File: config.mk
export PLATFORM = sky130hd
export DESIGN_NAME = adcpc_top
export DESIGN_NICKNAME = d
export VERILOG_FILES = /design/src/adcpc_pkg.sv /design/src/adcpc_tri_dec.sv /design/src/adcpc_top.sv
export SDC_FILE = /design/constraint.sdc
export NUM_CORES = 1
export LEC_CHECK = 0
export ABC_AREA = 1
export BUFFER_PORTS_ARGS = -buffer_cell sky130_fd_sc_hd__buf_2
export CAP_MARGIN = 10
export CORE_ASPECT_RATIO = 2
export CORE_MARGIN = 1
export CORE_UTILIZATION = 38
export CTS_BUF_LIST = sky130_fd_sc_hd__clkbuf_8
export CTS_CLUSTER_SIZE = 10
export DETAILED_ROUTE_END_ITERATION = 10
export GPL_ROUTABILITY_DRIVEN = 0
export PLACE_DENSITY_LB_ADDON = 0.05
export SYNTH_ARGS = -nofsm -noshare
export SYNTH_HDL_FRONTEND = slang
export SYNTH_SLANG_ARGS = --single-unit
File: constraint.sdc
create_clock -name clk -period 6.34 [get_ports clk]
set_clock_uncertainty 0.2 [all_clocks]
set_input_delay 0.634 -clock clk [delete_from_list [all_inputs] [get_ports clk]]
set_output_delay 0.634 -clock clk [all_outputs]
set_load 0.02 [all_outputs]
File: src/adcpc_pkg.sv
package adcpc_pkg;

  // three-level pin codes from the window comparator pair {above_upper, above_lower}
  localparam logic [1:0] LVL_LOW  = 2'h0;
  localparam logic [1:0] LVL_MID  = 2'h1;
  localparam logic [1:0] LVL_HIGH = 2'h3;

  typedef struct packed {
    logic hi;
    logic mid;
    logic lo;
  } adcpc_lvl_t;

  localparam adcpc_lvl_t LVL_RESET = '{hi: 1'b1, mid: 1'b0, lo: 1'b0};

  // calibration trigger timing, in clk cycles (counted while ce is high)
  localparam int             TUNE_CNT_W           = 12;
  localparam logic [11:0]    TUNE_LOW_MIN_CYCLES  = 12'h010;
  localparam logic [11:0]    TUNE_HIGH_MIN_CYCLES = 12'h010;
  localparam logic [11:0]    TUNE_RUN_CYCLES      = 12'h400;
  localparam logic [11:0]    TUNE_CNT_MAX         = 12'hfff;

  typedef enum logic [3:0] {
    TS_IDLE = 4'b0001,
    TS_LOW  = 4'b0010,
    TS_HIGH = 4'b0100,
    TS_RUN  = 4'b1000
  } adcpc_tune_st_t;

  // register map, byte addresses
  localparam int          ADDR_W         = 8;
  localparam logic [7:0]  ADDR_CTRL      = 8'h00;
  localparam logic [7:0]  ADDR_STATUS    = 8'h04;
  localparam logic [7:0]  ADDR_REALIGN   = 8'h08;
  localparam int          CTRL_RANGE_BIT = 0;
  localparam logic        CTRL_RANGE_RST = 1'b1;
  localparam logic [1:0]  RESP_OKAY      = 2'h0;
  localparam logic [1:0]  RESP_SLVERR    = 2'h2;

  typedef struct packed {
    logic [25:0] zero;
    logic        diff_realign;
    logic        dual_edge;
    logic        ext_mode;
    logic        range_high;
    logic        shutdown;
    logic        tune_active;
  } adcpc_status_t;

endpackage

File: src/adcpc_tri_dec.sv
`timescale 1ns/1ps
module adcpc_tri_dec (
  // clock, reset, enable
  input  wire logic               clk,
  input  wire logic               rst_n,
  input  wire logic               ce,
  // comparator pair code
  input  wire logic [1:0]         code,
  // decoded level
  output adcpc_pkg::adcpc_lvl_t   lvl
);

  wire logic is_low  = (code == adcpc_pkg::LVL_LOW);
  wire logic is_mid  = (code == adcpc_pkg::LVL_MID);
  wire logic is_high = (code == adcpc_pkg::LVL_HIGH);
  wire logic legal   = is_low | is_mid | is_high;

  // the fourth code cannot come from a sane comparator pair; keep the last level
  always_ff @(posedge clk or negedge rst_n) begin
    if (!rst_n) begin
      lvl <= adcpc_pkg::LVL_RESET;
    end else if (ce && legal) begin
      lvl <= '{hi: is_high, mid: is_mid, lo: is_low};
    end
  end

endmodule

File: src/adcpc_top.sv
// Added by the designer: the register offsets and the AXI4-Lite interface to the registers.
`timescale 1ns/1ps
// Functional notes
// - select high/mid: single-ended realign pulse
// - select low: realign pin is positive half
// - select low: range pin is negative half
// - shutdown high powers down whole converter
// - low then high trigger pattern starts calibration
// - tune active high only while calibrating
// - single-ended, pin mode: range pin picks range
// - differential realign: range defaults to high
// - extended mode: dual-edge pin is chip select
// - pin mode, mid level: dual-edge sampling
// - sample on falling edge of clock leg
// - range from pin or adjust register
// - enable pin low selects extended control
module adcpc_top (
  // clock, reset, enable
  input  wire logic                          clk,
  input  wire logic                          resetn,
  input  wire logic                          ce,
  // control pins
  input  wire logic [1:0]                    realign_style_select,
  input  wire logic                          clock_realign_pulse_pos,
  input  wire logic                          input_range_select,
  input  wire logic                          extended_ctrl_enable,
  input  wire logic                          full_shutdown_in,
  input  wire logic                          tune_trigger_in,
  input  wire logic [1:0]                    dual_edge_select,
  input  wire logic                          sample_clk_pos,
  // axi4-lite write
  input  wire logic [adcpc_pkg::ADDR_W-1:0]  s_axi_awaddr,
  input  wire logic                          s_axi_awvalid,
  output logic                               s_axi_awready,
  input  wire logic [31:0]                   s_axi_wdata,
  input  wire logic [3:0]                    s_axi_wstrb,
  input  wire logic                          s_axi_wvalid,
  output logic                               s_axi_wready,
  output logic [1:0]                         s_axi_bresp,
  output logic                               s_axi_bvalid,
  input  wire logic                          s_axi_bready,
  // axi4-lite read
  input  wire logic [adcpc_pkg::ADDR_W-1:0]  s_axi_araddr,
  input  wire logic                          s_axi_arvalid,
  output logic                               s_axi_arready,
  output logic [31:0]                        s_axi_rdata,
  output logic [1:0]                         s_axi_rresp,
  output logic                               s_axi_rvalid,
  input  wire logic                          s_axi_rready,
  // converter controls
  output logic                               output_data_clock_realign,
  output logic                               power_down_out,
  output logic                               tune_active_out,
  output logic                               range_high,
  output logic                               serial_select_n,
  output logic                               dual_edge_mode,
  output logic                               sample_strobe
);

  // reset release through two flops; assertion is still asynchronous
  logic rst_meta;
  logic rst_n;

  always_ff @(posedge clk or negedge resetn) begin
    if (!resetn) begin
      rst_meta <= 1'b0;
      rst_n    <= 1'b0;
    end else begin
      rst_meta <= 1'b1;
      rst_n    <= rst_meta;
    end
  end

  // three-level pins
  adcpc_pkg::adcpc_lvl_t style_lvl;
  adcpc_pkg::adcpc_lvl_t des_lvl;

  adcpc_tri_dec u_style_dec (
    .clk   (clk),
    .rst_n (rst_n),
    .ce    (ce),
    .code  (realign_style_select),
    .lvl   (style_lvl)
  );

  adcpc_tri_dec u_des_dec (
    .clk   (clk),
    .rst_n (rst_n),
    .ce    (ce),
    .code  (dual_edge_select),
    .lvl   (des_lvl)
  );

  // mode decode
  wire logic diff_mode = style_lvl.lo;
  wire logic ext_mode  = ~extended_ctrl_enable;
  wire logic clock_realign_pulse_neg = input_range_select;
  wire logic realign_level = diff_mode ?
             (clock_realign_pulse_pos & ~clock_realign_pulse_neg) :
             clock_realign_pulse_pos;

  // software range control
  logic ctrl_range;

  // extended mode wins, since the adjust register is then authoritative
  wire logic next_range_high = ext_mode  ? ctrl_range :
                               diff_mode ? 1'b1 :
                               input_range_select;
  wire logic next_dual_edge  = ~ext_mode & des_lvl.mid;
  // deselected in pin mode so the serial port ignores stray edges
  wire logic next_select_n   = ext_mode ? ~des_lvl.lo : 1'b1;

  // edge detection on the realign and sample-clock inputs
  logic realign_prev;
  logic sample_prev;
  logic [15:0] realign_count;

  wire logic realign_rise = realign_level & ~realign_prev;
  wire logic sample_fall  = sample_prev & ~sample_clk_pos;

  always_ff @(posedge clk or negedge rst_n) begin
    if (!rst_n) begin
      realign_prev              <= 1'b0;
      sample_prev               <= 1'b0;
      output_data_clock_realign <= 1'b0;
      sample_strobe             <= 1'b0;
      power_down_out            <= 1'b0;
      range_high                <= adcpc_pkg::CTRL_RANGE_RST;
      dual_edge_mode            <= 1'b0;
      serial_select_n           <= 1'b1;
      realign_count             <= 16'h0000;
    end else if (ce) begin
      realign_prev              <= realign_level;
      sample_prev               <= sample_clk_pos;
      output_data_clock_realign <= realign_rise & ~full_shutdown_in;
      sample_strobe             <= sample_fall & ~full_shutdown_in;
      power_down_out            <= full_shutdown_in;
      range_high                <= next_range_high;
      dual_edge_mode            <= next_dual_edge;
      serial_select_n           <= next_select_n;
      if (realign_rise && !full_shutdown_in) begin
        realign_count <= realign_count + 16'h0001;
      end
    end
  end

  // calibration trigger detector and run timer
  adcpc_pkg::adcpc_tune_st_t tune_st;
  adcpc_pkg::adcpc_tune_st_t next_tune_st;
  logic [adcpc_pkg::TUNE_CNT_W-1:0] tune_cnt;
  logic [adcpc_pkg::TUNE_CNT_W-1:0] next_tune_cnt;

  wire logic low_met  = (tune_cnt >= adcpc_pkg::TUNE_LOW_MIN_CYCLES);
  wire logic high_met = (tune_cnt >= adcpc_pkg::TUNE_HIGH_MIN_CYCLES);
  wire logic run_done = (tune_cnt == adcpc_pkg::TUNE_RUN_CYCLES - 12'h001);
  wire logic cnt_sat  = (tune_cnt == adcpc_pkg::TUNE_CNT_MAX);

  always_comb begin
    next_tune_st  = tune_st;
    next_tune_cnt = tune_cnt;
    unique case (tune_st)
      adcpc_pkg::TS_IDLE: begin
        if (!tune_trigger_in) begin
          next_tune_st  = adcpc_pkg::TS_LOW;
          next_tune_cnt = 12'h001;
        end
      end
      adcpc_pkg::TS_LOW: begin
        if (tune_trigger_in) begin
          // a short low phase is discarded, the whole pattern starts over
          next_tune_st  = low_met ? adcpc_pkg::TS_HIGH : adcpc_pkg::TS_IDLE;
          next_tune_cnt = low_met ? 12'h001 : 12'h000;
        end else if (!cnt_sat) begin
          next_tune_cnt = tune_cnt + 12'h001;
        end
      end
      adcpc_pkg::TS_HIGH: begin
        if (!tune_trigger_in) begin
          next_tune_st  = adcpc_pkg::TS_LOW;
          next_tune_cnt = 12'h001;
        end else if (high_met) begin
          next_tune_st  = adcpc_pkg::TS_RUN;
          next_tune_cnt = 12'h000;
        end else begin
          next_tune_cnt = tune_cnt + 12'h001;
        end
      end
      adcpc_pkg::TS_RUN: begin
        next_tune_cnt = tune_cnt + 12'h001;
        if (run_done) begin
          next_tune_st  = adcpc_pkg::TS_IDLE;
          next_tune_cnt = 12'h000;
        end
      end
      default: begin
        next_tune_st  = adcpc_pkg::TS_IDLE;
        next_tune_cnt = 12'h000;
      end
    endcase
    // no calibration while powered down
    if (full_shutdown_in) begin
      next_tune_st  = adcpc_pkg::TS_IDLE;
      next_tune_cnt = 12'h000;
    end
  end

  always_ff @(posedge clk or negedge rst_n) begin
    if (!rst_n) begin
      tune_st         <= adcpc_pkg::TS_IDLE;
      tune_cnt        <= 12'h000;
      tune_active_out <= 1'b0;
    end else if (ce) begin
      tune_st         <= next_tune_st;
      tune_cnt        <= next_tune_cnt;
      tune_active_out <= (next_tune_st == adcpc_pkg::TS_RUN);
    end
  end

  // axi4-lite slave: address and data held until both are in, then one response
  logic [adcpc_pkg::ADDR_W-1:0] waddr_q;
  logic [31:0]                  wdata_q;
  logic [3:0]                   wstrb_q;

  wire logic aw_hs   = s_axi_awvalid & s_axi_awready;
  wire logic w_hs    = s_axi_wvalid & s_axi_wready;
  wire logic b_hs    = s_axi_bvalid & s_axi_bready;
  wire logic ar_hs   = s_axi_arvalid & s_axi_arready;
  wire logic r_hs    = s_axi_rvalid & s_axi_rready;
  wire logic wr_go   = ~s_axi_awready & ~s_axi_wready & ~s_axi_bvalid;
  wire logic wr_ctrl = (waddr_q == adcpc_pkg::ADDR_CTRL);

  adcpc_pkg::adcpc_status_t status;
  assign status = '{zero: 26'h0, diff_realign: diff_mode, dual_edge: dual_edge_mode,
                    ext_mode: ext_mode, range_high: range_high,
                    shutdown: power_down_out, tune_active: tune_active_out};

  wire logic rd_ctrl    = (s_axi_araddr == adcpc_pkg::ADDR_CTRL);
  wire logic rd_status  = (s_axi_araddr == adcpc_pkg::ADDR_STATUS);
  wire logic rd_realign = (s_axi_araddr == adcpc_pkg::ADDR_REALIGN);
  wire logic rd_hit     = rd_ctrl | rd_status | rd_realign;
  wire logic [31:0] rd_mux = rd_ctrl    ? {31'h0, ctrl_range} :
                             rd_status  ? status :
                             rd_realign ? {16'h0, realign_count} : 32'h0;

  always_ff @(posedge clk or negedge rst_n) begin
    if (!rst_n) begin
      s_axi_awready <= 1'b1;
      s_axi_wready  <= 1'b1;
      s_axi_bvalid  <= 1'b0;
      s_axi_bresp   <= adcpc_pkg::RESP_OKAY;
      waddr_q       <= '0;
      wdata_q       <= 32'h0;
      wstrb_q       <= 4'h0;
      ctrl_range    <= adcpc_pkg::CTRL_RANGE_RST;
    end else if (ce) begin
      if (aw_hs) begin
        s_axi_awready <= 1'b0;
        waddr_q       <= s_axi_awaddr;
      end
      if (w_hs) begin
        s_axi_wready <= 1'b0;
        wdata_q      <= s_axi_wdata;
        wstrb_q      <= s_axi_wstrb;
      end
      if (wr_go) begin
        s_axi_bvalid <= 1'b1;
        s_axi_bresp  <= wr_ctrl ? adcpc_pkg::RESP_OKAY : adcpc_pkg::RESP_SLVERR;
        if (wr_ctrl && wstrb_q[0]) begin
          ctrl_range <= wdata_q[adcpc_pkg::CTRL_RANGE_BIT];
        end
      end
      if (b_hs) begin
        s_axi_bvalid  <= 1'b0;
        s_axi_awready <= 1'b1;
        s_axi_wready  <= 1'b1;
      end
    end
  end

  always_ff @(posedge clk or negedge rst_n) begin
    if (!rst_n) begin
      s_axi_arready <= 1'b1;
      s_axi_rvalid  <= 1'b0;
      s_axi_rdata   <= 32'h0;
      s_axi_rresp   <= adcpc_pkg::RESP_OKAY;
    end else if (ce) begin
      if (ar_hs) begin
        s_axi_arready <= 1'b0;
        s_axi_rvalid  <= 1'b1;
        s_axi_rdata   <= rd_mux;
        s_axi_rresp   <= rd_hit ? adcpc_pkg::RESP_OKAY : adcpc_pkg::RESP_SLVERR;
      end else if (r_hs) begin
        s_axi_arready <= 1'b1;
        s_axi_rvalid  <= 1'b0;
      end
    end
  end
endmodule

# ---- After elaboration in Yosys (flattened, before gate mapping)
# Index checks and enable logic that the tools add are counted.
dict set report totals {
  regBits 98
  in_bits 70
  output_inout_bits 48
}
dict set report op_classes {
  magnitude_cmp 1
  n_mux 36
  n_bitwise 28
  add_sub_neg 2
  n_eq_ne 15
  reduce_logical 24
}
# operator count
set op_table {}
lappend op_table {{$mux 12} 7}
lappend op_table {{$mux 16} 3}
lappend op_table {{$pmux 12 s4} 1}
lappend op_table {{$mux 4} 6}
lappend op_table {{$reduce_and 2->1} 9}
lappend op_table {{$add 16x1->16 const B} 1}
lappend op_table {{$logic_not 8->1} 2}
lappend op_table {{$pmux 4 s4} 1}
lappend op_table {{$mux 1} 15}
lappend op_table {{$and 1x1->1} 13}
lappend op_table {{$add 12x1->12 const B} 1}
lappend op_table {{$eq 12x10->1 const B} 1}
lappend op_table {{$eq 12x12->1 const B} 1}
lappend op_table {{$ge 12x5->1 const B} 1}
lappend op_table {{$not 1->1} 9}
lappend op_table {{$eq 4x4->1 const B} 2}
lappend op_table {{$eq 8x3->1 const B} 1}
lappend op_table {{$eq 8x4->1 const B} 1}
lappend op_table {{$reduce_bool 2->1} 4}
lappend op_table {{$or 1x1->1} 6}
lappend op_table {{$reduce_and 3->1} 2}
lappend op_table {{$eq 2x1->1 const B} 2}
lappend op_table {{$eq 2x2->1 const B} 2}
lappend op_table {{$eq 4x1->1 const B} 1}
lappend op_table {{other kinds (9)} 14}

# ---- Logic depth before layout (Yosys ltp)
dict set report depth {
  depth_word 6
  mapped_depth 13
}

# ---- By module
# A second synthesis with hierarchy kept.
dict set report hier_totals {
  cells_unflattened 551
  area_unflattened_um2 4454.3
}
# module cells_per_inst area_each_um2 instances
set modules_own_cells {}
lappend modules_own_cells {adcpc_top 521 4199.0 1}
lappend modules_own_cells {adcpc_tri_dec 15 127.6 2}

# ---- Worst setup path before layout
# Ideal clock, no wire load.
dict set report synth_timing {
  kind {in2reg}
  startpoint {input port tune_trigger_in}
  endpoint {register tune_cnt[9] (netlist bit)}
  t_required_ps 6027
  setup_ps 113
  path_slack_ps 4459
  n_path_buf 2
  arrival_ps 1568
  cell_stages 12
  path_cell_list {buf_2 -> inv_2 -> nand3_1 -> nor2_1 -> nand2_2 -> nand2_2 -> nand2_2 -> buf_6 -> nand2_1 -> nand2_1 -> nand2_1 -> inv_1}
}
dict set report synth_between {
  elab_chain_cells 3
  word_cells_on_any_way 7
  cone_classes {2 x eq/ne; 4 x mux; 1 x reduce/logical}
}
# element line
set synth_lines {}
lappend synth_lines {{start: declaration} adcpc_top.sv:28} ;# input wire logic tune_trigger_in,
lappend synth_lines {{$mux 12, on equally long branches} {adcpc_top.sv:178, adcpc_top.sv:169}}
lappend synth_lines {{$pmux 12 s4} adcpc_top.sv:161} ;# unique case (tune_st)
lappend synth_lines {{$mux 12} adcpc_top.sv:201} ;# if (full_shutdown_in) begin
lappend synth_lines {{end signal: assignment} adcpc_top.sv:214} ;# tune_cnt <= next_tune_cnt;
lappend synth_lines {{end: declaration} adcpc_top.sv:150} ;# logic [adcpc_pkg::TUNE_CNT_W-1:0] tune_cnt;
# Parallel ways exist; a longest one is shown, timed or not.
# A chain may end at the register's enable or synchronous reset.

# ---- Worst setup path in the final report
dict set report layout_timing {
  startpoint {input port ce}
  endpoint {register tune_cnt[2] (netlist bit)}
}
dict set report layout_between {
  elab_chain_cells 1
}
# element line
set layout_lines {}
lappend layout_lines {{start: declaration} adcpc_top.sv:21} ;# input wire logic ce,
lappend layout_lines {{$reduce_and 3->1 (no source line)} -}
# No other way between the ends.

==> key figures <==
STA
  – RSZ-0062 raised after global routing: no
  – Fin crit share: roughly two fifths
  – Setup violations, final: 0
  – FMAX: about 0.4 GHz
  – Setup_tns: 0 ns
  – Max-slew violations: 0
  – Max_slew headroom: 31.16%
  – Period minus WS final: 2.516 ns
  – Hold Vio Cnt, Final: 0
  – Slew @ Worst Pin: between 1 and 1.5 ns
  – Hold WS: between 0.15 and 0.2 ns

Worst hold path
  – Hold Path End: rst_n
  – HP Class: reg -> reg
  – Hold wc startpoint: rst_meta
  – Hold path cells: 0

Finish
  – Core Util, Final: between 40% and 50%
  – Layout cells sized above 1: roughly 20%
  – Layout area overhead: 13.70%
  – Final Instance Area: around 4900 µm²
  – NumNets Final: approximately 680
  – Inserted Diodes: 0
  – Most common cell after layout, fill and taps aside: nand2_1
  – Non-Filler Instances: ~750
  – Commonest cells after routing, fill and taps aside: nand2_1, dfrtp_1, buf_2

Route
  – Wirelength per Cell: approximately 15 µm
  – Residual DRC: 0
  – Post-Route WL: ~11000 µm
  – Initial drt markers: 194
  – TritonRoute pass-1 iters: 6
  – DRT antenna net count: 0
  – Vias per cell: just under 5
  – Routed vias: ~3600

CTS
  – Worst skew pair latency: roughly 0.35 ns
  – Clock transition at path regs: about 0.080 ns
  – Max Buffers Root-to-Sink: 2
  – Num CTS Buffers: 9
  – Root Buffer: clkbuf_8
  – H-tree levels: 3
  – CTS tree: built
  – Clock sink count: 80

Yosys
  – Avg Inst Size Synth: about 8.0 µm²
  – Register area share after synthesis: between 40% and 50%
  – Synth warn: 0
  – Top_reg_cell synth: dfrtp_1
  – Post-synth cell types: 36
  – Mapped Area: 4284 µm²
  – #FFs+latches synth: 80
  – EDFF count, synth: 0
  – Synth Instances: approximately 540
  – Async set-reset flop share out of synthesis: 100.0%

Job
  – Max Cap Viol: 0

Worst setup path
  – CP required: around 6.4 ns
  – Worst Setup Start Kind: primary input
  – Worst-path fanout max: 25
  – Reg-to-Reg Start: tune_cnt[0]
  – Crit Reg-Reg Endpoint: tune_cnt[2]
  – Crit path DAT: 2.55 ns
  – CP max stage delay: 0.38 ns
  – Worst R2R Path Depth: 11
  – R2R Setup Slk: around 4.1 ns
  – Crit-path slowest cell: buf_2
  – Critical path capture point type: flip-flop
  – Most frequent CP cell: nand2_2
  – Crit-path cells: buf_2, inv_1, a21oi_1, nand2_2, nand2_2, clkinv_1, nand2_1, o21ai_1
  – Crit Path Class: in -> reg

Global route
  – Initial antenna violation count: 0
  – Pin count of the biggest net entering global routing: slightly below 80
  – Global-route wire length before repair: 17750 µm
  – Grt ovf: 0
  – Gr usage total: between 10% and 20%
  – Vias in the first global route: ~3700

Die
  – Die width: 77.08 µm
  – CORE AREA: 10950 µm²
  – I/O pin count: 118
  – Die height: ~150 µm
  – Die ar.: between 10000 and 15000 µm²
  – Initial Utilization: approximately two fifths
  – Num rows: 54

Run status
  – Status: completed

Placement
  – Hpwl dp: roughly 8400 µm
  – DP Area: approximately 4700 µm²
  – Inst Count DP: 731
  – Buffers added on ports: 65

Power and ir drop
  – Peak supply drop: roughly 0.00011 V
  – P per Cell Area: 289.8 nW/µm²
  – Pleak: between 2 and 2.5 nW
## worst max-delay path: cells and delay by family
family	cells	cell delay (ns)
buffers and inverters	3	1.09
AOI/OAI and AO/OA	2	0.33
and+or+nand+nor	3	0.47
## metal layers
metal  vias up  wire [µm]  global-route usage, %
met2        82       6500                  39.03
met5         -          0                      0
li1       1820          -                      -
met1      1710       3970                  19.51
met4         0        342                  9.883
met3        25        242                  2.814
## power by group
group          total (mW)  switching [mW]  internal (mW)  leakage, nW
clock               0.370           0.191          0.179        0.106
sequential          0.699          0.0811          0.618         1.00
combinational       0.343           0.219          0.124         1.39
## kinds of logic (layout without fill, tap and decap cells)
logic type / Yosys count / after routing / synth area share [%]
simple gates: 275 / 275 / 27.69
compound gates: 56 / 56 / 7.652
xor+xnor: 18 / 18 / 3.680
mux: 11 / 11 / 2.891
other cells: 2 / 19 / 0.1753
flops: 80 / 80 / 46.93
fa+ha+maj: 3 / 3 / 0.8763
buf+inv: 93 / 146 / 10.11
## cell usage after synthesis (2+ instances only)
library cell,n,area share [%]
nand3_1,47,5.5
inv_1,57,5.0
conb_1,2,0.18
nand2_2,6,0.88
o31ai_1,9,1.6
xor2_1,17,3.5
dfstp_2,7,4.3
nor3_1,13,1.5
inv_2,4,0.35
o211ai_1,2,0.35
a21oi_1,5,0.58
buf_2,7,0.82
buf_4,18,3.2
mux2_2,11,2.9
nor2_4,3,0.79
nand2_1,142,12
nor2_1,50,4.4
nand4_1,7,1.0
o21ai_0,26,3.0
ha_1,3,0.88
nor2_2,4,0.58
clkbuf_1,5,0.44
dfrtp_1,73,43
o21ai_1,4,0.47
o22ai_1,5,0.73
## sequential cells by signal, indices dropped and copies added, names as in the netlist, 2 cells and up
name / cells
realign_count: 16
s_axi_rdata: 16
tune_cnt: 12
tune_st: 4
u_des_dec.lvl: 2
waddr_q: 8
## worst max-delay path by stage
| stage | to | cells after the start | slack (ns) | start |
|---|---|---|---|---|
| finish | tune_cnt[2] | 8 | 3.82 | ce |
| global route | tune_cnt[3] | 8 | 3.68 | ce |
| CTS | tune_cnt[2] | 8 | 3.82 | ce |
| detailed placement | tune_cnt[2] | 8 | 3.46 | ce |
| global placement | tune_cnt[11] | 8 | 3.47 | ce |
| floorplan | dual_edge_mode | 0 | 3.76 | rst_n |
## what timing repair did
action,in CTS,in global routing
gates resized for setup,0,0
buffers inserted,0,0
endpoints found under the setup margin,0,0
endpoints found under the hold margin,2,0
hold buffers,1,0
## stage by stage
stage | worst slack, ns | total power [mW]
4_1_cts | 3.825 | 1.436
2_1_floorplan | 3.759 | 0.9477
3_3_place_gp | 3.470 | 1.047
3_5_place_dp | 3.462 | 1.058
5_1_grt | 3.678 | 1.504
6_report | 3.824 | 1.412
## layout make-up
class	instances	area, µm²
clock buffers	9	123.9
clock inverters	7	65.06
fillers	1171	6075
inverters	62	232.7
multi-input cells	382	1909
flip-flops and latches	80	2014
well taps	140	175.2
repair buffers	68	350.3
Note: power is estimated with default switching activity, not from simulation.
